<file path="src/plmc_defs.svh">
// timing constants and field positions for the link mode and power control block
// assumes a 20 MHz clk_in; the reset and link-drop counts derive from the clock rate below
`ifndef PLMC_DEFS_SVH
`define PLMC_DEFS_SVH
`define PLMC_CLK_HZ          20000000
`define PLMC_LINK_DROP_MS    1200
`define PLMC_LINK_DROP_CYC   (`PLMC_LINK_DROP_MS * (`PLMC_CLK_HZ / 1000))
`define PLMC_PMT_RST_MS      2
`define PLMC_PMT_RST_CYC     (`PLMC_PMT_RST_MS * (`PLMC_CLK_HZ / 1000))
`define PLMC_BCR_RST_US      256
`define PLMC_BCR_RST_CYC     (`PLMC_BCR_RST_US * (`PLMC_CLK_HZ / 1000000))
`define PLMC_XOVER_CYC       32'h0000_4000
`define PLMC_XOVER_EXT_CYC   32'h0001_0000
`define PLMC_NLP_BASE_CYC    32'h0003_0D40
`define PLMC_RXWIN_BASE_CYC  32'h0003_0D40
`define PLMC_BIT_RESET       15
`define PLMC_BIT_SPEED       13
`define PLMC_BIT_ANEG_EN     12
`define PLMC_BIT_PWRDN       11
`define PLMC_BIT_ANEG_RST    9
`define PLMC_BIT_DUPLEX      8
`define PLMC_BIT_NO_CARRIER  10
`endif

</file>
<file path="src/plmc_pkg.sv">
// types shared by the link mode and power control block
package plmc_pkg;
   // link sequencing states
   typedef enum logic [2:0] {
      PLMC_ST_RESET   = 3'b000,
      PLMC_ST_DROP    = 3'b001,
      PLMC_ST_NEG     = 3'b010,
      PLMC_ST_LINK    = 3'b011,
      PLMC_ST_PWRDN   = 3'b100,
      PLMC_ST_SLEEP   = 3'b101
   } plmc_state_type;
   // energy detect sleep configuration
   typedef struct packed {
      logic       enable;
      logic       tx_pulse_en;
      logic [1:0] tx_interval_sel;
      logic       rx_single_wake;
      logic [1:0] rx_interval_sel;
      logic       xover_extend;
   } plmc_sleep_cfg_type;
   // resolved operating mode
   typedef struct packed {
      logic speed_100;
      logic full_duplex;
      logic forced;
   } plmc_mode_type;
endpackage

</file>
<file path="src/plmc_timer.sv">
// one-shot down counter used for the long durations
// assumes start pulses come from the same clock domain
`timescale 1ns/1ps
module plmc_timer #(
   parameter int WIDTH = 32
) (
   input  wire logic             clk_in,
   input  wire logic             rst_in,
   input  wire logic             start_in,
   input  wire logic [WIDTH-1:0] count_in,
   output logic                  busy_out,
   output logic                  done_out
);
   logic [WIDTH-1:0] cnt_r;

   // refuse widths too narrow for the durations
   if (WIDTH < 8) $error("plmc_timer: WIDTH too small");

   ////////////////////////////////////////////////////////////////////////
   // count down from the loaded value, pulse done at zero
   always_ff @(posedge clk_in or posedge rst_in) begin
      if (rst_in) begin
         cnt_r    <= '0;
         busy_out <= 1'b0;
         done_out <= 1'b0;
      end else if (start_in) begin
         cnt_r    <= count_in;
         busy_out <= 1'b1;
         done_out <= 1'b0;
      end else if (busy_out && cnt_r <= {{(WIDTH-1){1'b0}}, 1'b1}) begin
         cnt_r    <= '0;
         busy_out <= 1'b0;
         done_out <= 1'b1;
      end else begin
         cnt_r    <= busy_out ? cnt_r - {{(WIDTH-1){1'b0}}, 1'b1} : cnt_r;
         done_out <= 1'b0;
      end
   end
endmodule // plmc_timer

</file>
<file path="src/plmc_top.sv">
// link mode, carrier sense, crossover, power-down and soft reset control
// assumes control bits come from a management block on clk_in; line
// status inputs come from the analog front end; signal present, line energy and link pulse are synchronised here
//
// Behaviour
// control restart bit restarts negotiation anytime; ignored here in the power-down state (not energy sleep) and while negotiation is off
// link loss restarts negotiation automatically
// management restart halts traffic, waits link-drop time
// negotiation off forces speed and duplex bits
// negotiation on ignores speed and duplex bits
// half duplex: carrier follows tx and rx
// full duplex: carrier rx only, no collisions
// full duplex transmit holds carrier sense low
// carrier sense drives no-carrier status flag; here set in half duplex only, from transmit with no signal present
// auto crossover, disabled by bit or strap
// forced modes extend crossover time when configured
// power-down bit sleeps; clearing resets device
// energy sleep: powered down, no transmit
// energy wakes, restores state, sets event flag; wake always re-enters negotiation here
// host tolerates lost wake packets
// sleep link pulses only when enabled, interval-spaced
// wake on one pulse or two within window
// power control reset self-clears after 2ms
// control reset self-clears after 256us
// durations timed by reference clock counters
`timescale 1ns/1ps
`include "plmc_defs.svh"
module plmc_top #(
   parameter int LINK_DROP_CYC = `PLMC_LINK_DROP_CYC,
   parameter int PMT_RST_CYC   = `PLMC_PMT_RST_CYC,
   parameter int BCR_RST_CYC   = `PLMC_BCR_RST_CYC,
   parameter int NLP_BASE_CYC  = `PLMC_NLP_BASE_CYC,
   parameter int RXWIN_CYC     = `PLMC_RXWIN_BASE_CYC,
   parameter int XOVER_CYC     = `PLMC_XOVER_CYC,
   parameter int XOVER_EXT_CYC = `PLMC_XOVER_EXT_CYC
) (
   input  wire logic                        clk_in,
   input  wire logic                        rst_in,
   input  wire logic [15:0]                 basic_control_reg_in,
   input  wire logic                        basic_control_wr_in,
   input  wire logic                        transceiver_soft_reset_bit_in,
   input  wire logic                        crossover_disable_in,
   input  wire logic                        auto_crossover_strap_in,
   input  wire plmc_pkg::plmc_sleep_cfg_type sleep_cfg_in,
   input  wire logic                        energy_event_clear_in,
   input  wire logic                        tx_active_in,
   input  wire logic                        rx_activity_in,
   input  wire logic                        signal_present_in,
   input  wire logic                        line_energy_in,
   input  wire logic                        link_pulse_in,
   input  wire logic                        pair_match_in,
   input  wire logic                        aneg_done_in,
   input  wire logic                        aneg_speed_100_in,
   input  wire logic                        aneg_full_duplex_in,
   output plmc_pkg::plmc_mode_type          mode_out,
   output logic                             aneg_start_out,
   output logic                             traffic_halt_out,
   output logic                             carrier_sense_out,
   output logic                             collision_out,
   output logic                             no_carrier_out,
   output logic                             pairs_swapped_out,
   output logic                             powered_down_out,
   output logic                             energy_present_out,
   output logic                             energy_event_flag_out,
   output logic                             link_pulse_tx_out,
   output logic                             bcr_reset_busy_out,
   output logic                             pmt_reset_busy_out,
   output logic                             transceiver_reset_out
);

   plmc_pkg::plmc_state_type state_r;
   logic [2:0] sig_s_r, nrg_s_r, lp_s_r;
   logic       sig_q, nrg_q, lp_rise;
   logic       aneg_en, pwrdn_req;
   logic       bcr_start, pmt_start;
   logic       drop_start, drop_busy, drop_done;
   logic       rst_done_bcr, rst_done_pmt;
   logic [31:0] nlp_cnt_r, win_cnt_r, xo_cnt_r;
   logic       first_pulse_r, wake;
   logic       lp_q_r;

   // refuse timing counts that the timers cannot serve
   if (LINK_DROP_CYC < 1 || BCR_RST_CYC < 1 || PMT_RST_CYC < 1 || NLP_BASE_CYC < 1)
      $error("plmc_top: timing counts must be at least one cycle");

   // decode a speed/duplex pair from control bits or negotiation result
   function automatic plmc_pkg::plmc_mode_type pick_mode(input logic en, input logic [15:0] c,
                                                        input logic s, input logic d);
      plmc_pkg::plmc_mode_type m;
      m.forced      = ~en;
      m.speed_100   = en ? s : c[`PLMC_BIT_SPEED];
      m.full_duplex = en ? d : c[`PLMC_BIT_DUPLEX];
      return m;
   endfunction

   ////////////////////////////////////////////////////////////////////////
   // three-stage synchronisers; change counted when stages two and three agree
   always_ff @(posedge clk_in or posedge rst_in) begin
      if (rst_in) begin
         sig_s_r <= 3'h0;
         nrg_s_r <= 3'h0;
         lp_s_r  <= 3'h0;
         sig_q   <= 1'b0;
         nrg_q   <= 1'b0;
      end else begin
         sig_s_r <= {sig_s_r[1:0], signal_present_in};
         nrg_s_r <= {nrg_s_r[1:0], line_energy_in};
         lp_s_r  <= {lp_s_r[1:0], link_pulse_in};
         if (sig_s_r[1] == sig_s_r[2]) sig_q <= sig_s_r[2];
         if (nrg_s_r[1] == nrg_s_r[2]) nrg_q <= nrg_s_r[2];
      end
   end
   assign lp_rise = lp_s_r[1] & lp_s_r[2] & ~lp_q_r;
   always_ff @(posedge clk_in or posedge rst_in) begin
      if (rst_in) lp_q_r <= 1'b0;
      else if (lp_s_r[1] == lp_s_r[2]) lp_q_r <= lp_s_r[2];
   end

   assign aneg_en   = basic_control_reg_in[`PLMC_BIT_ANEG_EN];
   assign pwrdn_req = basic_control_reg_in[`PLMC_BIT_PWRDN];
   assign bcr_start = basic_control_wr_in & basic_control_reg_in[`PLMC_BIT_RESET];
   assign pmt_start = transceiver_soft_reset_bit_in & ~pmt_reset_busy_out;

   ////////////////////////////////////////////////////////////////////////
   // control reset timer
   plmc_timer #(.WIDTH(32)) u_bcr_tmr (
      .clk_in   (clk_in),
      .rst_in   (rst_in),
      .start_in (bcr_start),
      .count_in (32'(BCR_RST_CYC)),
      .busy_out (bcr_reset_busy_out),
      .done_out (rst_done_bcr)
   );
   // power control reset timer
   plmc_timer #(.WIDTH(32)) u_pmt_tmr (
      .clk_in   (clk_in),
      .rst_in   (rst_in),
      .start_in (pmt_start),
      .count_in (32'(PMT_RST_CYC)),
      .busy_out (pmt_reset_busy_out),
      .done_out (rst_done_pmt)
   );
   // link-drop timer before renegotiation
   plmc_timer #(.WIDTH(32)) u_drop_tmr (
      .clk_in   (clk_in),
      .rst_in   (rst_in),
      .start_in (drop_start),
      .count_in (32'(LINK_DROP_CYC)),
      .busy_out (drop_busy),
      .done_out (drop_done)
   );

   // restart request from the control word
   assign drop_start = basic_control_wr_in & basic_control_reg_in[`PLMC_BIT_ANEG_RST]
                       & aneg_en & (state_r != plmc_pkg::PLMC_ST_PWRDN);
   assign transceiver_reset_out = bcr_reset_busy_out | pmt_reset_busy_out;

   ////////////////////////////////////////////////////////////////////////
   // link and power state machine
   always_ff @(posedge clk_in or posedge rst_in) begin
      if (rst_in) begin
         state_r <= plmc_pkg::PLMC_ST_RESET;
      end else begin
         case (state_r)
            plmc_pkg::PLMC_ST_RESET: begin
               if (!transceiver_reset_out) state_r <= plmc_pkg::PLMC_ST_NEG;
            end
            plmc_pkg::PLMC_ST_DROP: begin
               if (drop_done) state_r <= plmc_pkg::PLMC_ST_NEG;
            end
            plmc_pkg::PLMC_ST_NEG: begin
               if (!aneg_en || aneg_done_in) state_r <= plmc_pkg::PLMC_ST_LINK;
            end
            plmc_pkg::PLMC_ST_LINK: begin
               // signal loss restarts negotiation
               if (aneg_en && !sig_q) state_r <= plmc_pkg::PLMC_ST_NEG;
            end
            plmc_pkg::PLMC_ST_PWRDN: begin
               // clearing power-down resets the device
               if (!pwrdn_req) state_r <= plmc_pkg::PLMC_ST_RESET;
            end
            plmc_pkg::PLMC_ST_SLEEP: begin
               // wake re-enters negotiation
               if (wake || !sleep_cfg_in.enable) state_r <= plmc_pkg::PLMC_ST_NEG;
            end
            default: state_r <= plmc_pkg::PLMC_ST_RESET;
         endcase
         // overrides in priority order
         if (pwrdn_req) state_r <= plmc_pkg::PLMC_ST_PWRDN;
         else if (transceiver_reset_out) state_r <= plmc_pkg::PLMC_ST_RESET;
         else if (drop_start) state_r <= plmc_pkg::PLMC_ST_DROP;
         // no line energy enters energy sleep
         else if (sleep_cfg_in.enable && !nrg_q && state_r != plmc_pkg::PLMC_ST_SLEEP
                  && state_r != plmc_pkg::PLMC_ST_PWRDN && state_r != plmc_pkg::PLMC_ST_RESET)
            state_r <= plmc_pkg::PLMC_ST_SLEEP;
      end
   end

   assign powered_down_out   = (state_r == plmc_pkg::PLMC_ST_PWRDN)
                             | (state_r == plmc_pkg::PLMC_ST_SLEEP);
   assign traffic_halt_out   = powered_down_out | (state_r == plmc_pkg::PLMC_ST_DROP)
                             | (state_r == plmc_pkg::PLMC_ST_RESET);
   assign aneg_start_out     = aneg_en & (state_r == plmc_pkg::PLMC_ST_NEG);
   assign energy_present_out = nrg_q;

   ////////////////////////////////////////////////////////////////////////
   // forced or negotiated mode, registered
   always_ff @(posedge clk_in or posedge rst_in) begin
      if (rst_in) mode_out <= '0;
      // speed and duplex bits ignored while negotiating
      else mode_out <= pick_mode(aneg_en, basic_control_reg_in,
                                 aneg_speed_100_in, aneg_full_duplex_in);
   end

   ////////////////////////////////////////////////////////////////////////
   // carrier sense and collision
   always_ff @(posedge clk_in or posedge rst_in) begin
      if (rst_in) begin
         carrier_sense_out <= 1'b0;
         collision_out     <= 1'b0;
         no_carrier_out    <= 1'b0;
      end else if (traffic_halt_out) begin
         carrier_sense_out <= 1'b0;
         collision_out     <= 1'b0;
         no_carrier_out    <= 1'b0;
      end else if (mode_out.full_duplex) begin
         // rx-only carrier, collisions off
         // held low while transmitting
         carrier_sense_out <= rx_activity_in & ~tx_active_in;
         collision_out     <= 1'b0;
         // flag not meaningful in full duplex
         no_carrier_out    <= 1'b0;
      end else begin
         // half duplex carrier and collision
         carrier_sense_out <= tx_active_in | rx_activity_in;
         collision_out     <= tx_active_in & rx_activity_in;
         // no-carrier flag from transmit without signal present
         no_carrier_out    <= tx_active_in & ~sig_q; // sending onto a silent line
      end
   end

   ////////////////////////////////////////////////////////////////////////
   // crossover hunting, swap pairs on timeout without match
   always_ff @(posedge clk_in or posedge rst_in) begin
      if (rst_in) begin
         xo_cnt_r          <= 32'h0000_0000;
         pairs_swapped_out <= 1'b0;
      end else if (crossover_disable_in || !auto_crossover_strap_in) begin
         xo_cnt_r          <= 32'h0000_0000;
         pairs_swapped_out <= 1'b0;
      end else if (pair_match_in) begin
         xo_cnt_r <= 32'h0000_0000;
      // longer switching time in forced modes
      end else if (xo_cnt_r >= 32'((mode_out.forced && sleep_cfg_in.xover_extend)
                                   ? XOVER_EXT_CYC : XOVER_CYC)) begin
         xo_cnt_r          <= 32'h0000_0000;
         pairs_swapped_out <= ~pairs_swapped_out;
      end else begin
         xo_cnt_r <= xo_cnt_r + 32'h0000_0001;
      end
   end

   ////////////////////////////////////////////////////////////////////////
   // sleep link pulses at the selected interval
   always_ff @(posedge clk_in or posedge rst_in) begin
      if (rst_in) begin
         nlp_cnt_r         <= 32'h0000_0000;
         link_pulse_tx_out <= 1'b0;
      end else if (state_r != plmc_pkg::PLMC_ST_SLEEP || !sleep_cfg_in.tx_pulse_en) begin
         nlp_cnt_r         <= 32'h0000_0000;
         link_pulse_tx_out <= 1'b0;
      end else if (nlp_cnt_r >= 32'(NLP_BASE_CYC) * ({30'h0, sleep_cfg_in.tx_interval_sel}
                                                     + 32'h0000_0001)) begin
         nlp_cnt_r         <= 32'h0000_0000;
         link_pulse_tx_out <= 1'b1;
      end else begin
         nlp_cnt_r         <= nlp_cnt_r + 32'h0000_0001;
         link_pulse_tx_out <= 1'b0;
      end
   end

   ////////////////////////////////////////////////////////////////////////
   // wake on one pulse, or two inside the window
   always_ff @(posedge clk_in or posedge rst_in) begin
      if (rst_in) begin
         first_pulse_r <= 1'b0;
         win_cnt_r     <= 32'h0000_0000;
      end else if (state_r != plmc_pkg::PLMC_ST_SLEEP) begin
         first_pulse_r <= 1'b0;
         win_cnt_r     <= 32'h0000_0000;
      end else if (lp_rise) begin
         first_pulse_r <= ~first_pulse_r;
         win_cnt_r     <= 32'h0000_0000;
      end else if (first_pulse_r) begin
         if (win_cnt_r >= 32'(RXWIN_CYC) * ({30'h0, sleep_cfg_in.rx_interval_sel}
                                            + 32'h0000_0001))
            first_pulse_r <= 1'b0;
         win_cnt_r <= win_cnt_r + 32'h0000_0001;
      end
   end
   assign wake = (lp_rise & (sleep_cfg_in.rx_single_wake | first_pulse_r))
               | (nrg_q & ~lp_q_r);

   ////////////////////////////////////////////////////////////////////////
   // sticky energy event, set wins over clear
   always_ff @(posedge clk_in or posedge rst_in) begin
      if (rst_in) energy_event_flag_out <= 1'b0;
      else if (state_r == plmc_pkg::PLMC_ST_SLEEP && wake) energy_event_flag_out <= 1'b1;
      else if (energy_event_clear_in) energy_event_flag_out <= 1'b0;
   end

   ////////////////////////////////////////////////////////////////////////
   // checks
   full_dup_crs_a: assert property (@(posedge clk_in) disable iff (rst_in)
      mode_out.full_duplex && tx_active_in && !traffic_halt_out |=> !carrier_sense_out)
      else $error("carrier sense high in full duplex transmit");
   fd_no_coll_a: assert property (@(posedge clk_in) disable iff (rst_in)
      mode_out.full_duplex |-> ##1 !collision_out)
      else $error("collision in full duplex");
   hd_crs_a: assert property (@(posedge clk_in) disable iff (rst_in)
      !mode_out.full_duplex && tx_active_in && !traffic_halt_out |=> carrier_sense_out)
      else $error("half duplex carrier missing");
   forced_mode_a: assert property (@(posedge clk_in) disable iff (rst_in)
      !aneg_en |=> mode_out.speed_100 == $past(basic_control_reg_in[`PLMC_BIT_SPEED]))
      else $error("forced speed not applied");
   drop_halt_a: assert property (@(posedge clk_in) disable iff (rst_in)
      drop_start && !pwrdn_req && !transceiver_reset_out |=> traffic_halt_out)
      else $error("restart did not halt traffic");
   pwrdn_hold_a: assert property (@(posedge clk_in) disable iff (rst_in)
      pwrdn_req |=> powered_down_out)
      else $error("power-down not entered");
   bcr_busy_a: assert property (@(posedge clk_in) disable iff (rst_in)
      bcr_start |=> bcr_reset_busy_out)
      else $error("control reset not started");
   evt_sticky_a: assert property (@(posedge clk_in) disable iff (rst_in)
      energy_event_flag_out && !energy_event_clear_in |=> energy_event_flag_out)
      else $error("energy flag lost");
   sleep_quiet_a: assert property (@(posedge clk_in) disable iff (rst_in)
      !sleep_cfg_in.tx_pulse_en |=> !link_pulse_tx_out)
      else $error("pulse sent while disabled");
endmodule // plmc_top

</file>
<file path="config.mk">
export PLATFORM = sky130hd
export DESIGN_NAME = plmc_top
export DESIGN_NICKNAME = d
export VERILOG_FILES = /design/src/plmc_pkg.sv /design/src/plmc_timer.sv /design/src/plmc_top.sv
export VERILOG_INCLUDE_DIRS = /design/src /design/src/src
export SDC_FILE = /design/constraint.sdc
export NUM_CORES = 1
export LEC_CHECK = 0
export BUFFER_PORTS_ARGS = -buffer_cell sky130_fd_sc_hd__buf_4
export CORE_MARGIN = 2
export CORE_UTILIZATION = 62
export DETAILED_ROUTE_END_ITERATION = 10
export GPL_TIMING_DRIVEN = 0
export HOLD_SLACK_MARGIN = 0.08
export PLACE_DENSITY = 0.91
export SYNTH_ARGS = -nofsm -noshare
export SYNTH_HDL_FRONTEND = slang
export SYNTH_SLANG_ARGS = --single-unit
export TNS_END_PERCENT = 100
</file>
<file path="constraint.sdc">
create_clock -name clk_in -period 8.6 [get_ports clk_in]
set_clock_uncertainty 0.05 [all_clocks]
set_input_delay 1.72 -clock clk_in [delete_from_list [all_inputs] [get_ports clk_in]]
set_output_delay 1.72 -clock clk_in [all_outputs]
set_load 0.02 [all_outputs]
</file>
Yosys cells after proc, flatten, opt, wreduce, memory -nomap -nowiden. Index checks and enable logic that the tools add are counted.

Word-level logic and storage cells: 172. Flip-flop bits (word level): 221.

Multipliers: 2. Reductions and logical operators: 33. $lt $le $gt $ge: 6. Equality and inequality tests: 15. Multiplexer cells: 54. Bitwise logic cells: 27. $add $sub $neg: 8.

Operator list (count): 2-to-1 mux 32 bit (17); adder 32 x 1 -> 32 bit, second input constant (3); <= comparator 32 x 1 -> 1 bit, second input constant (3); subtractor 32 x 1 -> 32 bit, second input constant (3); >= comparator 32 x 21 -> 1 bit (2); >= comparator 32 x 17 -> 1 bit (1); multiplier 12 x 3 -> 15 bit, first input constant (2); 2-to-1 mux 1 bit (27); 2-to-1 mux 3 bit (8); inequality test 6 bit, second input constant (3); 2-to-1 mux 17 bit (1); one-hot mux 3 bit (5 select lines) (1); nonzero test 3 bit (5); bitwise AND 1 bit (13); logical AND 1 bit (10); nonzero test 2 bit (5); NOT 1 bit (7); OR 1 bit (7); adder 2 x 1 -> 3 bit, second input constant (2); equality test 3 x 2 -> 1 bit, second input constant (2); equality test 3 bit, second input constant (2); logical NOT 1 bit (6); inequality test 3 bit, second input constant (2); inequality test 6 x 5 -> 1 bit, second input constant (1); other kinds (7) (12).

Depth between registers and ports, before layout.
Depth in word-level cells: 11. Depth in mapped cells: 12. Mapped depth without buffers: 11.

Modules after synthesis. From an unflattened synthesis, not the netlist that was laid out.

Cell total of the unflattened synthesis: 1263. Area, all modules: 12321.8 sq um.

Modules (own cells, without submodules): plmc_top (cells an instance 581, area an instance 6108.4 sq um, times used 1); plmc_timer at u_bcr_tmr ... (cells an instance 227, area an instance 2044.5 sq um, times used 2); plmc_timer at u_drop_tmr (cells an instance 228, area an instance 2124.5 sq um, times used 1).

Least setup slack after synthesis. OpenSTA, ideal clock, no wires.

Path kind: input-to-output. Start: in basic_control_reg_in[12]. End: out aneg_start_out. Stages on the path: 2. Arrival time: 2.452 ns. Setup slack: 4.378 ns. Required time: 6.830 ns. Path buffers: 0. Cells stage by stage: inv_1 -> nor4_1.

Longest elaborated chain between the ends: 1.

Ends and longest elaborated chain: start, declared (RTL line plmc_top.sv:39) `input wire logic [15:0] basic_control_reg_in,`; bitwise AND 1 bit (RTL line plmc_top.sv:203) `assign aneg_start_out = aneg_en & (state_r == plmc_pkg::PLMC_ST_NEG);`; end, declared (RTL line plmc_top.sv:56) `output logic aneg_start_out,`.

No other way between the ends.

Final worst setup path. Ends and elaborated chain as after synthesis.

==> impl_results.md <==
- Run status: completed
- Layout cells sized above 1: 0.08404
- Max Buffers Root-to-Sink: 3
- Initial antenna violation count: 0
- Initial DRC count: 1070
- Synth area leader: dfrtp_1
- GRT overflow: 0
- Post-synth EDFFs: 0
- Syn. warnings: 0
- Fin nets: 1375
- CP max-delay cell: nor4_1
- Global placement routability congestion: 0.9391
- Drt wl/cell: 17.16 um
- Post-layout instance area: 12970 um2
- CTS tree: done
- CTS root buf: clkbuf_16
- Post-CTS setup buffer count: 0
- Fin crit period: 4.182 ns
- Reg2reg path depth: 9
- First-pass GRT wire length: 44.53 mm
- Register bit total from synthesis: 221
- Data required, critical path: 6.83 ns
- Worst path depth: 4
- R2r endpoint: u_drop_tmr.cnt_r[26]
- Setup CP Type: primary input to output port
- RR Startpoint: u_drop_tmr.cnt_r[0]
- Die X: 139.5 um
- Slew margin rel.: 0.3178
- CP Cell Sequence: buf_4, inv_1, nor4_1, buf_4
- Sequential area share after synthesis: 0.4862
- Crit path max-delay family: buffers and inverters
- Dominant synthesized flop cell: dfrtp_1
- Final Cycle Share: 0.4862
- CTS Sinks: 221
- Post-Synthesis Cells: 1185
- Final setup fails: 0
- Number of buffer and inverter stages on the critical path: 3
- Crit end category: output port
- Mean Syn Cell Area: 9.599 um2
- Vias in the first global route: 9346
- Htree depth: 1
- Maxcap violations: 0
- CP startpoint kind: primary input
- Row count: 49
- TritonCTS Buffers: 24
- Clock Latency Late Sink: 0.51 ns
- Peak per-stage delay on the critical path: 0.26 ns
- Multi-input logic area: 5617 um2
- Vias per cell: 6.301
- Core area: 17960 um2
- RSZ-0062 raised after global routing: false
- Max Fclk: 0.2391 GHz
- Pwr Density: 206.7 nW/um2
- Final core occ: 0.7221
- Port Buf Inserts: 45
- Detail Route Antenna Nets: 0
- Worst slew pin tran: 1.014 ns
- Most frequent cell on the critical path: buf_4
- Hold depth: 0
- Drt drc: 0
- Async set-reset flop share out of synthesis: 1.000
- # diodes: 0
- Pins Over Slew Limit: 0
- # IOs: 56
- Routed wire length: 26.19 mm
- Cells after DPL: 1483
- Cell Area, Placed: 12120 um2
- 1st-pass router iterations: 6
- Critical Path AT: 2.41 ns
- Storage element area: 5530 um2
- Layout area overhead: 14.04%
- CP Max Fanout: 5
- # fillers: 1263
- Die area: 19450 um2
- Post-synth top area share: 0.4862
- Hold crit path type: flip-flop to flip-flop
- Synth top area cells: dfrtp_1, ha_1, nor2_1
- DIE HEIGHT: 139.5 um
- Largest net degree at the start of global routing: 127
- Min-Delay Endpoint: nrg_s_r[1]
- Detail Placement HPWL: 17.55 mm
- Via count: 9615
- Final hold vios: 0
- Cells resized by post-CTS repair: 0
- Peak supply drop: 177.4 uV
- Starting Density: 0.6332
- Post-Syn Area: 11370 um2
- Clock-pin slew on the worst setup and hold paths: 0.06 ns
- Worst hold start: nrg_s_r[0]
- Unique masters post-synth: 70
- CTS Hold Bufs: 0
- Hold WS: 0.2982 ns
- R2R Setup Slk: 5.47 ns
- P_leak: 5.701 nW
- Post-route setup TNS: 0 ns
- Gr usage total: 0.2722
- Cell Count, Final, Fillers Out: 1526
## flip-flops by register name, indices dropped and copies added, names as in the netlist, 3 cells and up
register and count:
u_pmt_tmr.cnt_r 32, nrg_s_r 3, mode_out 3, win_cnt_r 32, lp_s_r 3, state_r 3, nlp_cnt_r 32, sig_s_r 3
u_drop_tmr.cnt_r 32, u_bcr_tmr.cnt_r 32, xo_cnt_r 32
## through the flow
step / power, W / setup WS [ns]
2_1_floorplan: 0.001487 / 0.7806
3_3_place_gp: 0.001564 / -1.419
3_5_place_dp: 0.001591 / 4.146
4_1_cts: 0.002687 / 4.408
5_1_grt: 0.002798 / 4.337
6_report: 0.002682 / 4.418
## metal layers
metal | share of wire | vias up | track usage
li1 | - | 4399 | -
met1 | 0.41 | 4654 | 0.3735
met2 | 0.48 | 475 | 0.4440
met3 | 0.077 | 87 | 0.04301
met4 | 0.030 | 0 | 0.09835
met5 | 0 | - | 0
## Yosys cell counts (3+ instances only)
master     number
or3_1          28
nor3_1         59
nor3b_1         7
nor4_1         38
inv_1          51
a211o_1         4
or2_2           4
a21o_1          5
nand2_1        90
nor2b_1         5
nand3_1        53
or4_4           3
and3_1         14
nand4_1        30
mux2i_1         4
ha_1           55
nand2b_1        5
o22ai_1         4
o211a_1         3
a21oi_1        54
o21ai_0        43
mux2_2          5
clkbuf_1       25
o311ai_0        5
nand4b_1        4
and2_1          4
and4_1          3
a311oi_1        4
nor4b_1         3
nor2_1        163
xnor2_1        49
o211ai_1       11
a31oi_1         4
o21a_1          3
dfrtp_1       221
buf_2           4
xor2_1         48
a41o_1          3
o31ai_1        13
or4_1          13
o2111ai_1       3
## worst reg2reg max path, delay by kind of cell, from the launching register on
kind	cells	cell delay (ns)
adder cells (fa/ha/maj)	1	0.22
AO/OA/AOI/OAI	1	0.16
buffers and inverters	2	0.41
flip-flops	1	0.41
AND/OR/NAND/NOR	5	1.80
## power breakdown
group | switching, W | internal, W
Sequential | 0.0000976 | 0.00113
Clock | 0.000411 | 0.000686
Combinational | 0.000214 | 0.000145
Total | 0.000722 | 0.00196
## worst max-delay path by stage
stage / start / end
3_3_place_gp: rst_in / win_cnt_r[7]
6_report: basic_control_reg_in[12] / aneg_start_out
5_1_grt: basic_control_reg_in[12] / aneg_start_out
4_1_cts: basic_control_reg_in[12] / aneg_start_out
3_5_place_dp: sleep_cfg_in[4] / nlp_cnt_r[12]
2_1_floorplan: rst_in / carrier_sense_out
## cell families after synthesis
| logic type | Yosys count | synth area share |
|---|---|---|
| AOI/OAI and AO/OA | 180 | 0.1033 |
| xor gates and xnor gates | 97 | 0.07469 |
| adders and majority gates | 57 | 0.06226 |
| buffers and inverters | 83 | 0.02816 |
| DFF | 221 | 0.4862 |
| muxes | 9 | 0.008470 |
| other | 1 | 0.0003297 |
| and+or+nand+nor | 537 | 0.2366 |
## layout make-up
type / instances / area share
timing repair buffer: 46 / 0.02817
sequential: 221 / 0.4264
tap: 229 / 0.02209
multi-input combinational: 904 / 0.4330
clock inverter: 7 / 0.01061
inverter: 52 / 0.01563
clock buffer: 36 / 0.05450
buffer: 31 / 0.009646
## layout by cell type, fill, tap and decap left out, drive strengths merged, types with 49 or more instances in the layout
cell type  synthesis  routed
nor2             163     163
nor3              60      60
ha                55      55
inv               51      51
xnor2             49      49
dfrtp            221     221
a21oi             54      54
nand3             53      53
clkbuf            25      61
nand2             90      90
buf                6      52
(Power assumes the default switching activity.)
